File: config.mk
export PLATFORM = sky130hd
export DESIGN_NAME = phy_basic_control_regs
export DESIGN_NICKNAME = d
export VERILOG_FILES = /design/src/phy_ctrl_pkg.sv /design/src/phy_basic_control_regs.sv /design/src/phy_index_decode.sv
export SDC_FILE = /design/constraint.sdc
export NUM_CORES = 1
export LEC_CHECK = 0
export BUFFER_PORTS_ARGS = -buffer_cell sky130_fd_sc_hd__buf_2
export CORE_UTILIZATION = 50
export CTS_BUF_LIST = sky130_fd_sc_hd__clkbuf_16
export DETAILED_ROUTE_END_ITERATION = 8
export PLACE_DENSITY = 0.81
export SLEW_MARGIN = 20
export SYNTH_ARGS = -nofsm -noshare
export SYNTH_HDL_FRONTEND = slang
export SYNTH_SLANG_ARGS = --single-unit
File: constraint.sdc
create_clock -name clk -period 4.6 [get_ports clk]
set_clock_uncertainty 0.1 [all_clocks]
set_input_delay 0.69 -clock clk [delete_from_list [all_inputs] [get_ports clk]]
set_output_delay 0.69 -clock clk [all_outputs]
set_load 0.005 [all_outputs]
File: src/phy_ctrl_pkg.sv
package phy_ctrl_pkg;

  // ==========================================================
  // Register indexes
  localparam logic [4:0] IDX_BASIC_CONTROL = 5'h00;
  localparam logic [4:0] IDX_BASIC_STATUS  = 5'h01;
  localparam logic [4:0] IDX_ID1           = 5'h02;
  localparam logic [4:0] IDX_ID2           = 5'h03;
  localparam logic [4:0] IDX_ADVERTISE     = 5'h04;
  localparam logic [4:0] IDX_PARTNER       = 5'h05;
  localparam logic [4:0] IDX_EXPANSION     = 5'h06;
  localparam logic [4:0] IDX_MODE_CTRL     = 5'h11;
  localparam logic [4:0] IDX_SPECIAL_MODES = 5'h12;
  localparam logic [4:0] IDX_INDICATION    = 5'h1b;
  localparam logic [4:0] IDX_INT_SOURCE    = 5'h1d;
  localparam logic [4:0] IDX_INT_MASK      = 5'h1e;
  localparam logic [4:0] IDX_SPECIAL_CTRL  = 5'h1f;

  // ==========================================================
  // Basic control bit positions
  localparam int BIT_SOFT_RESET = 15;
  localparam int BIT_LOOPBACK   = 14;
  localparam int BIT_SPEED      = 13;
  localparam int BIT_AN_ENABLE  = 12;
  localparam int BIT_POWER_DOWN = 11;
  localparam int BIT_AN_RESTART = 9;
  localparam int BIT_DUPLEX     = 8;
  localparam int BIT_COL_TEST   = 7;

  // Reset values of the writable fields
  localparam logic RST_LOOPBACK   = 1'b0;
  localparam logic RST_SPEED      = 1'b1;
  localparam logic RST_AN_ENABLE  = 1'b1;
  localparam logic RST_POWER_DOWN = 1'b0;
  localparam logic RST_DUPLEX     = 1'b0;
  localparam logic RST_COL_TEST   = 1'b0;

  // Soft reset pulse length in clocks
  localparam int SOFT_RESET_CYCLES = 16;

  // Index decode result
  typedef enum logic [3:0] {
    SEL_NONE, SEL_CONTROL, SEL_STATUS, SEL_ID1, SEL_ID2, SEL_ADV, SEL_PARTNER,
    SEL_EXP, SEL_MODE, SEL_SPECIAL, SEL_IND, SEL_ISRC, SEL_IMASK, SEL_SCTRL
  } reg_sel_e;

endpackage : phy_ctrl_pkg

File: src/phy_basic_control_regs.sv
// Behaviour
// - PHY registers reached only through indexed management access, not memory mapped.
// - Indexes 0-6, 17, 18, 27, 29, 30, 31 select the PHY registers.
// - Retained fields survive only the soft reset from control bit 15.
// - Bit 15 write 1 starts soft reset; self-clears when done; reads 1 while the reset runs.
// - Bit 14 loopback when 1; reset 0.
// - Bit 13 speed 100 when 1; reset 1; ignored while autoneg enabled.
// - Bit 12 autoneg enable, reset 1; overrides speed and duplex.
// - Bit 11 general power-down when 1; reset 0.
// - Bit 9 write 1 restarts autoneg, self-clears; writing 0 no effect.
// - Bit 8 full duplex when 1; reset 0; ignored while autoneg enabled.
module phy_basic_control_regs
  import phy_ctrl_pkg::*;
#(
  parameter int RESET_CYCLES = SOFT_RESET_CYCLES
) (
  input  wire logic        clk,
  input  wire logic        rst_n,
  input  wire logic [4:0]  mgmt_index,
  input  wire logic        mgmt_wr,
  input  wire logic        mgmt_rd,
  input  wire logic [15:0] mgmt_wdata,
  input  wire logic [15:0] other_rdata,
  output logic      [15:0] mgmt_rdata,
  output logic             mgmt_rvalid,
  output logic      [4:0]  other_sel,
  output logic             soft_reset,
  output logic             loopback,
  output logic             power_down,
  output logic             collision_test,
  output logic             an_enable,
  output logic             an_restart,
  output logic             speed_100,
  output logic             full_duplex,
  input  wire logic        an_done,
  input  wire logic        an_speed_100,
  input  wire logic        an_full_duplex
);

  // ==========================================================
  // Register state
  localparam int CW = $clog2(RESET_CYCLES + 1);

  logic          loopback_ff;
  logic          speed_ff;
  logic          an_enable_ff;
  logic          power_down_ff;
  logic          duplex_ff;
  logic          col_test_ff;
  logic          an_restart_ff;
  logic [CW-1:0] srst_cnt_ff;
  logic          srst_busy_ff;
  logic [15:0]   rdata_ff;
  logic          rvalid_ff;
  logic [4:0]    other_sel_ff;
  logic          speed_out_ff;
  logic          duplex_out_ff;
  reg_sel_e      sel;
  logic          ctrl_wr;
  logic          srst_req;
  logic [15:0]   ctrl_view;
  logic          field_wr;
  logic          nxt_loopback;
  logic          nxt_speed;
  logic          nxt_an_enable;
  logic          nxt_power_down;
  logic          nxt_duplex;
  logic          nxt_col_test;

  phy_index_decode u_decode (
    .index (mgmt_index),
    .sel   (sel)
  );

  // Only index 0 is held here; others are forwarded by index
  assign ctrl_wr  = mgmt_wr && (sel == SEL_CONTROL);
  assign srst_req = ctrl_wr && mgmt_wdata[BIT_SOFT_RESET];
  assign field_wr = ctrl_wr && !srst_busy_ff;

  // ==========================================================
  // Soft reset sequencer
  // Busy flag doubles as the readable bit 15 until the count ends
  always_ff @(posedge clk) begin
    if (!rst_n) begin
      srst_busy_ff <= 1'b0;
      srst_cnt_ff  <= '0;
    end else if (srst_req && !srst_busy_ff) begin
      srst_busy_ff <= 1'b1;
      srst_cnt_ff  <= CW'(RESET_CYCLES - 1);
    end else if (srst_busy_ff) begin
      if (srst_cnt_ff == '0) begin
        srst_busy_ff <= 1'b0;
      end else begin
        srst_cnt_ff <= srst_cnt_ff - CW'(1);
      end
    end
  end

  // ==========================================================
  // Writable control fields: loopback, bit 14
  // Soft reset restores defaults; no field here is retained across it,
  // so the retained marking only matters for the other registers
  always_comb begin
    nxt_loopback = loopback_ff;
    if (srst_req) begin
      nxt_loopback = RST_LOOPBACK;
    end else if (field_wr) begin
      nxt_loopback = mgmt_wdata[BIT_LOOPBACK];
    end
  end

  // Loopback register
  always_ff @(posedge clk) begin
    if (!rst_n) begin
      loopback_ff <= RST_LOOPBACK;
    end else begin
      loopback_ff <= nxt_loopback;
    end
  end

  // ==========================================================
  // Manual speed, bit 13
  // Stored even while negotiation runs; only the output mux ignores it
  always_comb begin
    nxt_speed = speed_ff;
    if (srst_req) begin
      nxt_speed = RST_SPEED;
    end else if (field_wr) begin
      nxt_speed = mgmt_wdata[BIT_SPEED];
    end
  end

  // Manual speed register
  always_ff @(posedge clk) begin
    if (!rst_n) begin
      speed_ff <= RST_SPEED;
    end else begin
      speed_ff <= nxt_speed;
    end
  end

  // ==========================================================
  // Auto-negotiation enable, bit 12
  // Defaults on, so a soft reset hands speed back to the negotiator
  always_comb begin
    nxt_an_enable = an_enable_ff;
    if (srst_req) begin
      nxt_an_enable = RST_AN_ENABLE;
    end else if (field_wr) begin
      nxt_an_enable = mgmt_wdata[BIT_AN_ENABLE];
    end
  end

  // Auto-negotiation enable register
  always_ff @(posedge clk) begin
    if (!rst_n) begin
      an_enable_ff <= RST_AN_ENABLE;
    end else begin
      an_enable_ff <= nxt_an_enable;
    end
  end

  // ==========================================================
  // General power-down, bit 11
  // Host should drop negotiation first; the bit itself does not check
  always_comb begin
    nxt_power_down = power_down_ff;
    if (srst_req) begin
      nxt_power_down = RST_POWER_DOWN;
    end else if (field_wr) begin
      nxt_power_down = mgmt_wdata[BIT_POWER_DOWN];
    end
  end

  // Power-down register
  always_ff @(posedge clk) begin
    if (!rst_n) begin
      power_down_ff <= RST_POWER_DOWN;
    end else begin
      power_down_ff <= nxt_power_down;
    end
  end

  // ==========================================================
  // Manual duplex, bit 8
  // Stored in manual form; negotiated duplex is picked downstream
  always_comb begin
    nxt_duplex = duplex_ff;
    if (srst_req) begin
      nxt_duplex = RST_DUPLEX;
    end else if (field_wr) begin
      nxt_duplex = mgmt_wdata[BIT_DUPLEX];
    end
  end

  // Manual duplex register
  always_ff @(posedge clk) begin
    if (!rst_n) begin
      duplex_ff <= RST_DUPLEX;
    end else begin
      duplex_ff <= nxt_duplex;
    end
  end

  // ==========================================================
  // Collision test, bit 7
  // Busy writes are dropped so a stray write cannot undo the reset
  always_comb begin
    nxt_col_test = col_test_ff;
    if (srst_req) begin
      nxt_col_test = RST_COL_TEST;
    end else if (field_wr) begin
      nxt_col_test = mgmt_wdata[BIT_COL_TEST];
    end
  end

  // Collision test register
  always_ff @(posedge clk) begin
    if (!rst_n) begin
      col_test_ff <= RST_COL_TEST;
    end else begin
      col_test_ff <= nxt_col_test;
    end
  end

  // ==========================================================
  // Restart request: held until the negotiator reports done
  always_ff @(posedge clk) begin
    if (!rst_n || srst_req) begin
      an_restart_ff <= 1'b0;
    end else if (ctrl_wr && !srst_busy_ff && mgmt_wdata[BIT_AN_RESTART]) begin
      an_restart_ff <= 1'b1;
    end else if (an_done) begin
      an_restart_ff <= 1'b0;
    end
  end

  // ==========================================================
  // Effective speed and duplex
  // Negotiated result wins while auto-negotiation is on; the one cycle
  // of lag is the price of driving both outputs from flip-flops
  // Speed output
  always_ff @(posedge clk) begin
    if (!rst_n) begin
      speed_out_ff <= RST_SPEED;
    end else begin
      speed_out_ff <= an_enable_ff ? an_speed_100 : speed_ff;
    end
  end

  // Duplex output
  always_ff @(posedge clk) begin
    if (!rst_n) begin
      duplex_out_ff <= RST_DUPLEX;
    end else begin
      duplex_out_ff <= an_enable_ff ? an_full_duplex : duplex_ff;
    end
  end

  // ==========================================================
  // Read view of index 0, reserved bits zero
  always_comb begin
    ctrl_view                 = 16'h0000;
    ctrl_view[BIT_SOFT_RESET] = srst_busy_ff;
    ctrl_view[BIT_LOOPBACK]   = loopback_ff;
    ctrl_view[BIT_SPEED]      = speed_ff;
    ctrl_view[BIT_AN_ENABLE]  = an_enable_ff;
    ctrl_view[BIT_POWER_DOWN] = power_down_ff;
    ctrl_view[BIT_AN_RESTART] = an_restart_ff;
    ctrl_view[BIT_DUPLEX]     = duplex_ff;
    ctrl_view[BIT_COL_TEST]   = col_test_ff;
  end

  // ==========================================================
  // Read port, one cycle after the strobe
  always_ff @(posedge clk) begin
    if (!rst_n) begin
      rdata_ff     <= 16'h0000;
      rvalid_ff    <= 1'b0;
      other_sel_ff <= 5'h00;
    end else begin
      rvalid_ff    <= mgmt_rd;
      other_sel_ff <= mgmt_index;
      if (mgmt_rd) begin
        case (sel)
          SEL_CONTROL: rdata_ff <= ctrl_view;
          SEL_NONE:    rdata_ff <= 16'h0000;
          default:     rdata_ff <= other_rdata;
        endcase
      end
    end
  end

  // ==========================================================
  // Outputs, all from flip-flops
  assign mgmt_rdata     = rdata_ff;
  assign mgmt_rvalid    = rvalid_ff;
  assign other_sel      = other_sel_ff;
  assign soft_reset     = srst_busy_ff;
  assign loopback       = loopback_ff;
  assign power_down     = power_down_ff;
  assign collision_test = col_test_ff;
  assign an_enable      = an_enable_ff;
  assign an_restart     = an_restart_ff;
  assign speed_100      = speed_out_ff;
  assign full_duplex    = duplex_out_ff;

endmodule : phy_basic_control_regs

File: src/phy_index_decode.sv
module phy_index_decode
  import phy_ctrl_pkg::*;
(
  input  wire logic [4:0] index,
  output reg_sel_e        sel
);

  // ==========================================================
  // Index to register select
  always_comb begin
    case (index)
      IDX_BASIC_CONTROL: sel = SEL_CONTROL;
      IDX_BASIC_STATUS:  sel = SEL_STATUS;
      IDX_ID1:           sel = SEL_ID1;
      IDX_ID2:           sel = SEL_ID2;
      IDX_ADVERTISE:     sel = SEL_ADV;
      IDX_PARTNER:       sel = SEL_PARTNER;
      IDX_EXPANSION:     sel = SEL_EXP;
      IDX_MODE_CTRL:     sel = SEL_MODE;
      IDX_SPECIAL_MODES: sel = SEL_SPECIAL;
      IDX_INDICATION:    sel = SEL_IND;
      IDX_INT_SOURCE:    sel = SEL_ISRC;
      IDX_INT_MASK:      sel = SEL_IMASK;
      IDX_SPECIAL_CTRL:  sel = SEL_SCTRL;
      default:           sel = SEL_NONE;
    endcase
  end

endmodule : phy_index_decode

==> impl_metrics.csv <==
group,metric,value,unit
outcome,status,"completed",
routing,num_vias,1539,
placement,place.gp.congestion,0.752,
global_route,antenna_found_initial,0,
critical_path,crit_cells,8,
routing,routed_wl,3790,um
floorplanning,std_cell_rows,21,
clocking,tritoncts,"built",
timing,max_slew_margin,0.653,
floorplanning,io_pins,74,
floorplanning,initial_core_util,0.526,
floorplanning,core,0.00336,mm2
critical_path,crit_family,"simple AND/OR/NAND/NOR gates",
floorplanning,fp.dieH,61.5,um
global_route,grt_pass1_vias,1297,
critical_path,reg2reg_to,"srst_cnt_ff[4]",
critical_path,ff2ff_setup_slack,2.90,ns
timing,worst_pin_slew,0.518,ns
timing,final-hold-violation-count,0,
global_route,grt_max_degree,34,
timing,setup_viol,0,
placement,dp_slack,1.85,ns
clocking,clockBufferDepth,2,
synth,synth-main-ff-cell,"dfxtp_1",
final_layout,n_antenna_cell,0,
timing,post-route-min-period,2.46,ns
power,vdd_ir_drop_max,0.000169,V
synth,async_reset_ff_frac,0,
critical_path,path_class,"primary input to flop",
critical_path,r2r-start,"srst_cnt_ff[0]",
routing,first_pass_iters,4,
critical_path,arrival,2.53,ns
timing,rsz0062_at_grt,"false",
clocking,clkLatencyLatePin,0.27,ns
synth,synth_area,0.00177,mm2
power,power.density,348,mW/mm2
clocking,cts_sinks,37,
clocking,clkTransAtPathRegs,0.05,ns
final_layout,multi_input_area,911,um2
clocking,cts_buffers,5,
critical_path,rr_worst_depth,7,
clocking,cts_max_level,2,
power,p_comb_frac,0.138,
power,swShare,0.247,
synth,synth_edf_count,0,
global_route,grt.total_usage,0.212,
synth,synth_cell_types,44,
global_route,grt_pass1_wl,5730,um
synth,yosys_warnings,0,
critical_path,worstSetupStartpointType,"primary input",
final_layout,final-seq-area,741,um2
placement,dp_hpwl,2690,um
power,power.leakage,1.01,nW
power,total_power,0.767,mW
final_layout,final_common_cell,"buf_2",
flow_run,drv_cap,0,
routing,route.detailed.drc,0,
floorplanning,die_w,61.5,um
power,p_clk_frac,0.412,
clocking,post_cts_buffers,0,
min_path,hp-class,"flop to flop",
timing,worst_slack,2.14,ns
min_path,whs_endpoint,"mgmt_rdata[2]",
routing,wl_per_cell,12.8,um
critical_path,crit_slowest_cell,"a22oi_4",
power,p_int,0.578,mW
min_path,min_from,"mgmt_rdata[2]",
final_layout,fillers,319,
critical_path,crit_fanout,18,
clocking,cts-root-buf,"clkbuf_16",
global_route,grt_overflow,0,
critical_path,cp_slowest_stage_delay,0.45,ns
timing,maxSlewViolCount,0,
clocking,cts_resized,0,
clocking,hold_buffers,0,
critical_path,cp-end-kind,"flop",
final_layout,area_delta_synth_final,24.6,%
synth,yosysSeqAreaShare,0.419,
placement,numPortBuffers,65,
final_layout,drive_above_1_share,0.359,
min_path,hold_depth,2,
synth,syn_avg_cell_area,9.30,um2
synth,netlist_instances,190,
routing,via_per_inst,5.18,
synth,synthesis.nets,241,
routing,drt_iter0_markers,51,
floorplanning,die_area,0.00378,mm2
critical_path,worstPathRequired,4.67,ns
timing,fin_setup_tns,0,ns
timing,fin_crit_sh,0.535,
final_layout,final_nets,301,
final_layout,final_cell_mix,"65 x buf_2, 37 x dfxtp_1, 24 x nand3_1",
critical_path,critPathBufInv,2,
power,p_switching,0.189,mW
synth,synth-seq-cells,37,
critical_path,crit_chain,"buf_2 -> inv_1 -> ha_1 -> nor3_1 -> o31ai_2 -> a22oi_4 -> nand3_2 -> and3_1",
routing,postRouteAntennaNets,0,
power,power_frac_seq,0.450,
timing,max_freq,406,MHz
final_layout,final_util,0.655,
layout make-up:
class                      count  area share
clock buffer                   5      0.0568
clock inverter                 3     0.00625
inverter                       8      0.0136
multi-input combinational    133       0.413
sequential                    37       0.336
tap                           46      0.0261
timing repair buffer          65       0.148
cell families (layout without fill, tap and decap cells):
| group | after synthesis | after routing | synth area share |
|---|---|---|---|
| xor+xnor | 5 | 5 | 0.0248 |
| flops | 37 | 37 | 0.419 |
| mux | 2 | 2 | 0.0113 |
| fa+ha+maj | 7 | 7 | 0.0495 |
| simple gates | 66 | 66 | 0.211 |
| buf+inv | 20 | 81 | 0.0658 |
| compound gates | 53 | 53 | 0.219 |
worst reg2reg max path, stage by stage, from the launching register on:
cell and delay [ns]:
dfxtp_1 0.30, inv_1 0.10, ha_1 0.17, inv_1 0.06, o41ai_4 0.40, nor4_1 0.11
xor2_1 0.16, and3_1 0.19
synthesized netlist by cell type (2+ instances only):
master	count	share of area
a21oi_1	14	0.040
a21oi_2	4	0.020
a31oi_1	8	0.028
and2_1	3	0.011
buf_4	3	0.013
buf_6	4	0.025
clkbuf_1	5	0.011
dfxtp_1	37	0.42
ha_1	7	0.050
inv_1	7	0.015
mux2i_1	2	0.011
nand2_1	9	0.019
nand2b_1	9	0.032
nand3_1	24	0.068
nand3_2	2	0.011
nor2_1	5	0.011
nor2b_1	2	0.0071
nor4_1	2	0.0071
o21ai_0	12	0.034
o21ai_1	4	0.011
xnor2_1	4	0.020
state kept, by name (all words and copies together) (netlist names):
signal,flops
an_enable,1
an_restart,1
collision_test,1
duplex_ff,1
full_duplex,1
loopback,1
mgmt_rdata,16
mgmt_rvalid,1
other_sel,5
power_down,1
soft_reset,1
speed_100,1
speed_ff,1
srst_cnt_ff,5
power by group through the flow:
stage          Clock, mW  Combinational (mW)  Sequential [mW]
2_1_floorplan          0              0.0715            0.353
5_1_grt            0.336               0.119            0.347
3_3_place_gp           0               0.104            0.351
3_5_place_dp           0               0.106            0.351
6_report           0.316               0.106            0.345
4_1_cts            0.324               0.107            0.345
worst max path at each step:
stage / start / endpoint / slack, ns
floorplan: mgmt_index[0] / loopback / 2.30
global placement: mgmt_index[0] / srst_cnt_ff[4] / 1.87
detailed placement: mgmt_index[0] / srst_cnt_ff[4] / 1.85
CTS: mgmt_index[0] / srst_cnt_ff[4] / 2.14
global route: mgmt_index[0] / srst_cnt_ff[4] / 1.99
finish: mgmt_index[0] / srst_cnt_ff[4] / 2.14
stage by stage:
stage	hold WS (ns)	area (um2)	cells
after floorplan	0.360	1770	190
after global placement	0.353	2060	289
after detailed placement	0.358	2060	289
after CTS	0.368	2200	297
after global routing	0.395	2200	297
final	0.366	2200	297
routing by layer:
layer	global-route usage	part of all wire	wire, um	vias up
met4	0.0667	0.010	39	0
li1	-	-	-	791
met2	0.354	0.49	1880	37
met3	0.0714	0.047	180	6
met5	0	0	0	-
met1	0.258	0.45	1700	705
Note: power is estimated with default switching activity, not from simulation.
